--- config.mk ---
export PLATFORM = sky130hd
export DESIGN_NAME = shdp_data_port
export DESIGN_NICKNAME = d
export VERILOG_FILES = /design/src/shdp_pkg.sv /design/src/shdp_stream_if.sv /design/src/shdp_buf.sv /design/src/shdp_data_port.sv
export SDC_FILE = /design/constraint.sdc
export NUM_CORES = 2
export LEC_CHECK = 0
export ABC_CLOCK_PERIOD_IN_PS = 14800
export BUFFER_PORTS_ARGS = -buffer_cell sky130_fd_sc_hd__buf_2
export CAP_MARGIN = 5
export CORE_MARGIN = 2
export CORE_UTILIZATION = 40
export DETAILED_ROUTE_END_ITERATION = 8
export GPL_ROUTABILITY_DRIVEN = 0
export PLACE_DENSITY = 0.68
export SLEW_MARGIN = 20
export SYNTH_ARGS = -nofsm -noshare
export SYNTH_HDL_FRONTEND = slang
export SYNTH_SLANG_ARGS = --single-unit
--- constraint.sdc ---
create_clock -name clk_sys -period 14.8 [get_ports clk_sys]
set_clock_uncertainty 0.15 [all_clocks]
set_input_delay 0.74 -clock clk_sys [delete_from_list [all_inputs] [get_ports clk_sys]]
set_output_delay 0.74 -clock clk_sys [all_outputs]
set_load 0.01 [all_outputs]
--- src/shdp_pkg.sv ---
/*
  Shared constants for the user data port: word and counter widths,
  buffer depth and the free-space margin on the receive side.
  Assumes nothing of its surroundings.
*/
package shdp_pkg;
  localparam int          SHDP_WORD_W      = 128;
  localparam int          SHDP_CNT_W       = 16;
  localparam int          SHDP_BUF_DEPTH   = 8;
  // free words the receive FIFO must show before a push; covers count latency
  localparam logic [15:0] SHDP_RX_MARGIN   = 16'h0004;
  localparam logic [15:0] SHDP_CNT_ALL_ONE = 16'hFFFF;
  localparam logic [15:0] SHDP_CNT_ZERO    = 16'h0000;
endpackage

--- src/shdp_stream_if.sv ---
/*
  Valid/ready word stream used between the data port and its buffers.
  Assumes one clock shared by both ends.
*/
`timescale 1ns/1ns
interface shdp_stream_if #(
  parameter int WIDTH = 128
);
  logic             valid;
  logic             ready;
  logic [WIDTH-1:0] data;

  modport src (output valid, output data, input ready);
  modport snk (input valid, input data, output ready);
endinterface

--- src/shdp_buf.sv ---
/*
  Small synchronous FIFO with valid/ready on both sides and a level output.
  Assumes one clock and an asynchronous active-low reset.
*/
`timescale 1ns/1ns
module shdp_buf #(
  parameter int WIDTH = 128,
  parameter int DEPTH = 8
) (
  input  wire logic                     clk_sys,
  input  wire logic                     reset_n,
  shdp_stream_if.snk                    fill,
  shdp_stream_if.src                    drain,
  output logic [$clog2(DEPTH):0]        level
);
  localparam int AW = $clog2(DEPTH);

  generate
    if (DEPTH < 2 || (DEPTH & (DEPTH - 1)) != 0) begin : g_bad_depth
      $error("buffer depth must be a power of two, at least 2");
    end
  endgenerate

  logic [WIDTH-1:0] mem [DEPTH];
  logic [AW:0]      wr_ptr;
  logic [AW:0]      rd_ptr;
  logic             do_wr;
  logic             do_rd;

  ////////////////////////////////////////////////////////////////////////////
  assign level       = wr_ptr - rd_ptr;
  assign fill.ready  = (level != DEPTH[AW:0]) ? 1'b1 : 1'b0;
  assign drain.valid = (level != '0) ? 1'b1 : 1'b0;
  assign drain.data  = mem[rd_ptr[AW-1:0]];
  assign do_wr       = fill.valid & fill.ready;
  assign do_rd       = drain.valid & drain.ready;

  ////////////////////////////////////////////////////////////////////////////
  always_ff @(posedge clk_sys) begin
    if (do_wr) begin
      mem[wr_ptr[AW-1:0]] <= fill.data;
    end
  end

  always_ff @(posedge clk_sys or negedge reset_n) begin
    if (!reset_n) begin
      wr_ptr <= '0;
    end else if (do_wr) begin
      wr_ptr <= wr_ptr + 1'b1;
    end
  end

  always_ff @(posedge clk_sys or negedge reset_n) begin
    if (!reset_n) begin
      rd_ptr <= '0;
    end else if (do_rd) begin
      rd_ptr <= rd_ptr + 1'b1;
    end
  end
endmodule

--- src/shdp_data_port.sv ---
/*
  User data port of the storage host controller: moves words from the
  controller's read-data stream into the user receive FIFO, and from the
  user transmit FIFO into the controller's write-data stream, each through
  an internal buffer.
  Assumes user FIFOs on the same clock, counters updating one cycle after
  a push or pop, and the user transmit FIFO returning data one cycle late.
*/
// Notes on behaviour
// - receive write counter input decides whether more data may be pushed.
// - transmit read counter input gives the number of stored words.
// - push strobe high each cycle a word enters the receive FIFO, Read only.
// - 128-bit push word valid only while push strobe is high.
// - transmit empty flag input is ignored entirely.
// - pop strobe high each cycle a word leaves the transmit FIFO, Write only.
`timescale 1ns/1ns
module shdp_data_port
  import shdp_pkg::*;
#(
  parameter int          BUF_DEPTH = shdp_pkg::SHDP_BUF_DEPTH,
  parameter logic [15:0] RX_MARGIN = shdp_pkg::SHDP_RX_MARGIN
) (
  input  wire logic                               clk_sys,
  input  wire logic                               reset_n,
  input  wire logic                               read_cmd_active,
  input  wire logic                               write_cmd_active,
  input  wire logic                               ssd_rd_valid,
  input  wire logic [shdp_pkg::SHDP_WORD_W-1:0]   ssd_rd_word,
  output logic                                    ssd_rd_ready,
  output logic                                    ssd_wr_valid,
  output logic [shdp_pkg::SHDP_WORD_W-1:0]        ssd_wr_word,
  input  wire logic                               ssd_wr_ready,
  input  wire logic [shdp_pkg::SHDP_CNT_W-1:0]    rx_fifo_fill_count,
  output logic                                    rx_fifo_push,
  output logic [shdp_pkg::SHDP_WORD_W-1:0]        rx_fifo_push_word,
  input  wire logic [shdp_pkg::SHDP_CNT_W-1:0]    tx_fifo_stored_count,
  input  wire logic                               tx_fifo_empty_flag,
  output logic                                    tx_fifo_pop,
  input  wire logic [shdp_pkg::SHDP_WORD_W-1:0]   tx_fifo_pop_word
);
  import shdp_pkg::*;

  localparam int LW = $clog2(BUF_DEPTH) + 1;

  generate
    if (RX_MARGIN < 16'h0002) begin : g_bad_margin
      $error("receive margin must cover the registered push in flight");
    end
    if (BUF_DEPTH < 2 || (BUF_DEPTH & (BUF_DEPTH - 1)) != 0) begin : g_bad_depth
      $error("buffer depth must be a power of two, at least 2");
    end
    if (SHDP_CNT_W != 16) begin : g_bad_count
      $error("user FIFO counters are taken as 16 bits wide");
    end
  endgenerate

  ////////////////////////////////////////////////////////////////////////////
  // helpers

  // free slots as the user FIFO reports them; unused upper bits read as one
  function automatic logic [15:0] free_slots(
    input logic [15:0] fill_count
  );
    return SHDP_CNT_ALL_ONE - fill_count;
  endfunction

  // the stored count still holds a word once the pop in flight is set aside
  function automatic logic words_left(
    input logic [15:0] stored_count,
    input logic        in_flight
  );
    return (stored_count > {15'h0000, in_flight}) ? 1'b1 : 1'b0;
  endfunction

  // buffer keeps a slot free after the word already on its way lands
  function automatic logic has_room(
    input logic [LW-1:0] level,
    input logic          in_flight
  );
    return ((level + {{(LW-1){1'b0}}, in_flight}) < BUF_DEPTH[LW-1:0]) ? 1'b1 : 1'b0;
  endfunction

  ////////////////////////////////////////////////////////////////////////////
  // strobes are held off until the first edge after reset; the pop is
  // combinational and a word popped during reset would have nowhere to land
  logic port_live;

  always_ff @(posedge clk_sys or negedge reset_n) begin
    if (!reset_n) begin
      port_live <= 1'b0;
    end else begin
      port_live <= 1'b1;
    end
  end

  ////////////////////////////////////////////////////////////////////////////
  // receive path: controller read data -> buffer -> user receive FIFO

  shdp_stream_if #(.WIDTH(SHDP_WORD_W)) rx_in ();
  shdp_stream_if #(.WIDTH(SHDP_WORD_W)) rx_out ();
  logic [15:0]   rx_free;
  logic          rx_room_ok;
  logic          rx_take;

  assign rx_in.valid  = ssd_rd_valid;
  assign rx_in.data   = ssd_rd_word;
  assign ssd_rd_ready = rx_in.ready;

  shdp_buf #(.WIDTH(SHDP_WORD_W), .DEPTH(BUF_DEPTH)) u_rx_buf (
    .clk_sys (clk_sys),
    .reset_n (reset_n),
    .fill    (rx_in),
    .drain   (rx_out),
    .level   ()
  );

  // upper bits tied high by the user make the free count the real one;
  // the margin covers the push in flight that the count has not yet seen
  assign rx_free      = free_slots(rx_fifo_fill_count);
  assign rx_room_ok   = (rx_free >= RX_MARGIN) ? 1'b1 : 1'b0;
  assign rx_take      = port_live & read_cmd_active & rx_out.valid & rx_room_ok;
  assign rx_out.ready = rx_take;

  always_ff @(posedge clk_sys or negedge reset_n) begin
    if (!reset_n) begin
      rx_fifo_push <= 1'b0;
    end else begin
      rx_fifo_push <= rx_take;
    end
  end

  // word only changes with a push, so it is stable outside the strobe
  always_ff @(posedge clk_sys or negedge reset_n) begin
    if (!reset_n) begin
      rx_fifo_push_word <= '0;
    end else if (rx_take) begin
      rx_fifo_push_word <= rx_out.data;
    end
  end

  ////////////////////////////////////////////////////////////////////////////
  // transmit path: user transmit FIFO -> buffer -> controller write data

  shdp_stream_if #(.WIDTH(SHDP_WORD_W)) tx_in ();
  shdp_stream_if #(.WIDTH(SHDP_WORD_W)) tx_out ();
  logic [LW-1:0] tx_level;
  logic          pop_pending;
  logic          tx_src_ok;
  logic          tx_room_ok;
  logic          pop_ok;

  // counter may lag a pop by one cycle, so the pop in flight is set aside;
  // with a prompt counter this costs at most one idle cycle on the last word
  assign tx_src_ok   = words_left(tx_fifo_stored_count, pop_pending);
  assign tx_room_ok  = has_room(tx_level, pop_pending);
  assign pop_ok      = port_live & write_cmd_active & tx_src_ok & tx_room_ok;
  assign tx_fifo_pop = pop_ok;

  always_ff @(posedge clk_sys or negedge reset_n) begin
    if (!reset_n) begin
      pop_pending <= 1'b0;
    end else begin
      pop_pending <= pop_ok;
    end
  end

  // popped word arrives the cycle after the strobe; room was reserved then
  assign tx_in.valid = pop_pending;
  assign tx_in.data  = tx_fifo_pop_word;

  shdp_buf #(.WIDTH(SHDP_WORD_W), .DEPTH(BUF_DEPTH)) u_tx_buf (
    .clk_sys (clk_sys),
    .reset_n (reset_n),
    .fill    (tx_in),
    .drain   (tx_out),
    .level   (tx_level)
  );

  assign ssd_wr_valid = tx_out.valid;
  assign ssd_wr_word  = tx_out.data;
  assign tx_out.ready = ssd_wr_ready;

  // tx_fifo_empty_flag is deliberately left unread; the count is authoritative
endmodule

==> metrics.txt <==
max-cap viol count 0; Max VDD drop 0.000185 V; nets 5,129; WL final 188 mm; cts bufs inserted 218; slowest stage delay, CP 1.01 ns; initial antenna violation count 51; clock sink count 2,195; max frequency 0.159 GHz; Buffers on Ports 551; hold_ws 0.159 ns; DRC 0; Net Sw Power 5.90 mW; final hold violations 0; Ys Warns 0; pin count of the biggest net entering global routing 141; Syn Std Cell Area 83,100 um^2; share of layout cells above drive strength 1 32.3%; Synth async-reset ratio 6.70%; Mean Syn Cell Area 21.2 um^2; global-route wire length before repair 277 mm; Synth Net Count 4,222; pre-CTS setup slack 8.23 ns; element type at the critical path end flop; Mapped Cells 3,915; Via density 5.27; Power Internal 13.3 mW; register bit total from synthesis 2,195; setup TNS 0 ns; crit-path cells inv_4 -> ha_1 -> nor2b_1 -> xnor2_1 -> nor4_1 -> or3_4 -> buf_4 -> buf_4 -> buf_4 -> mux2_2; clk root buf clkbuf_16; flop2flop setup slack 8.51 ns; clock power share 28.8%; post-route design area 99,200 um^2; Reg power frac 42.1%; Skew-Pair Late Insertion Delay 0.89 ns; most used cell along the critical path buf_4; PwrDens 193 nW/um^2; switching share of power 30.8%; layout overhead on the synthesized area 19.4%; Initial DRC Count 3,581; Post-synth top flop edfxtp_1; vias in the first global route 42,000; buffer depth of the longest clock path 3; wire per inst 24.3 um; minimum clock period after layout 6.29 ns; # rows 167; Post-synth EDFFs 2,048; post-synthesis sequential area ratio 78.4%; Slew HR 26.4%; Resize count post-CTS 0; GRT Total Usage 17.6%; Final Max Tran Viols 0; CORE AREA 207,000 um^2; CP max FO 50; placed cell area 89,200 um^2; outcome complete, no violations; initial core utilization 40.2%; Via Count 40,800; CP arrival 6.89 ns; Combinational Power Share 29.1%; Static Leakage 34.4 nW; DRT Pass-1 Iters 5; Worst-path clk slew 0.06 ns; CP Class flop to flop; final worst slack 8.51 ns; die height 460 um; Die Area 211,000 um^2; HP Class input port to flop; final period utilization 42.5%; startpoint types flop; TritonCTS clock tree yes; Slowest cell on crit path dfrtp_4; Antenna Nets Post-Route 0; Boundary Pins 555; die width 460 um; Least-Margin Pin Slew 1.10 ns; H-tree depth 4; Yosys cell types 41; Setup Viol. Count Final 0; fillers 16,800; RSZ-0062 raised after global routing no; total grt overflow 0; WP data required 15.40 ns; DP Wirelength 102 mm
## area by class of cell
cell class / count / area, um^2 / share of cell area [%]
diodes: 28 / 70.1 / 0.0706
inverters: 12 / 55.1 / 0.0555
clock buffers: 281 / 5810 / 5.86
repair buffers: 876 / 6020 / 6.07
flip-flops and latches: 2195 / 65200 / 65.7
well taps: 2704 / 3380 / 3.41
multi-input cells: 1519 / 17100 / 17.3
clock inverters: 132 / 1520 / 1.53
## flip-flops by register name, indices dropped and copies added (netlist names)
| register | flops |
|---|---|
| u_rx_buf.wr_ptr | 4 |
| port_live | 1 |
| u_rx_buf.mem | 1024 |
| u_tx_buf.wr_ptr | 4 |
| rx_fifo_push | 1 |
| pop_pending | 1 |
| rx_fifo_push_word | 128 |
| u_tx_buf.rd_ptr | 4 |
| u_rx_buf.rd_ptr | 4 |
| u_tx_buf.mem | 1024 |
## layer usage
| metal | vias to the layer above | GRT usage (%) | routed length, um |
|---|---|---|---|
| met5 | - | 0 | 342 |
| met4 | 54 | 4.46 | 3630 |
| met3 | 299 | 5.78 | 17700 |
| met2 | 1418 | 28.0 | 89300 |
| met1 | 21500 | 23.4 | 77100 |
| li1 | 17500 | - | - |
## layout by cell type (no fill, tap or decap), drive strengths merged, types with 28 or more instances in the layout
cell type	n
edfxtp	2048
nand2	784
buf	616
mux4	512
clkbuf	282
dlygate4sd3	259
dfrtp	147
mux2	132
clkinv	100
diode	28
## cells by family after synthesis
family / share of synthesized area, %
other: 0.00451
multiplexers: 16.1
AND/OR/NAND/NOR: 3.85
flip-flops: 78.4
XOR/XNOR: 0.200
AO/OA/AOI/OAI: 0.119
adder cells (fa/ha/maj): 0.190
buffers and inverters: 1.12
## critical path: cells and delay by family (launching register included)
| family | cells | cell delay (ns) |
|---|---|---|
| xor+xnor | 1 | 0.12 |
| fa+ha+maj | 1 | 0.40 |
| simple gates | 3 | 1.06 |
| buf+inv | 4 | 2.81 |
| mux | 1 | 0.41 |
| flops | 1 | 1.01 |
## path summary, 6_finish.rpt
kind | startpoint | to | depth (start not counted)
setup / recovery | u_rx_buf.rd_ptr[1] | rx_fifo_push_word[83] | 10
hold / removal | ssd_rd_valid | u_rx_buf.wr_ptr[2] | 3
setup reg to reg | u_rx_buf.rd_ptr[1] | rx_fifo_push_word[83] | 10
hold reg to reg | rx_fifo_push_word[83] | rx_fifo_push_word[83] | 1
max in group asynchronous | reset_n | u_rx_buf.rd_ptr[2] | 3
min in group asynchronous | reset_n | rx_fifo_push_word[4] | 2
## power groups by stage
stage	Combinational, mW	Clock (mW)	Sequential [mW]
after floorplan	3.70	0	8.25
after global placement	5.55	0	8.15
after detailed placement	5.59	0	8.20
after CTS	5.67	5.65	8.08
after global routing	6.02	5.90	8.15
final	5.57	5.53	8.07
## Yosys cell counts, drive strengths merged, types with 6 or more instances
cell | n | share of area, %
nor4 | 11 | 0.083
nand2 | 784 | 3.5
buf | 94 | 0.64
dfrtp | 147 | 4.4
clkbuf | 95 | 0.43
mux2 | 132 | 2.2
a21oi | 6 | 0.036
ha | 11 | 0.17
nor3 | 13 | 0.084
xnor2 | 15 | 0.16
edfxtp | 2048 | 74
inv | 12 | 0.054
mux4 | 512 | 14
## through the flow
stage / instances / power, mW / utilization (%)
5_1_grt: 7733 / 20.1 / 47.9
4_1_cts: 7719 / 19.4 / 47.9
6_report: 7747 / 19.2 / 47.9
2_1_floorplan: 3915 / 11.9 / -
3_3_place_gp: 7047 / 13.7 / 43.1
3_5_place_dp: 7047 / 13.8 / 43.1
## timing repair
item                                   in CTS  in global routing
hold buffers                              259                  0
buffers inserted                            0                  0
endpoints found under the hold margin    2112                  0
(Power assumes the default switching activity.)
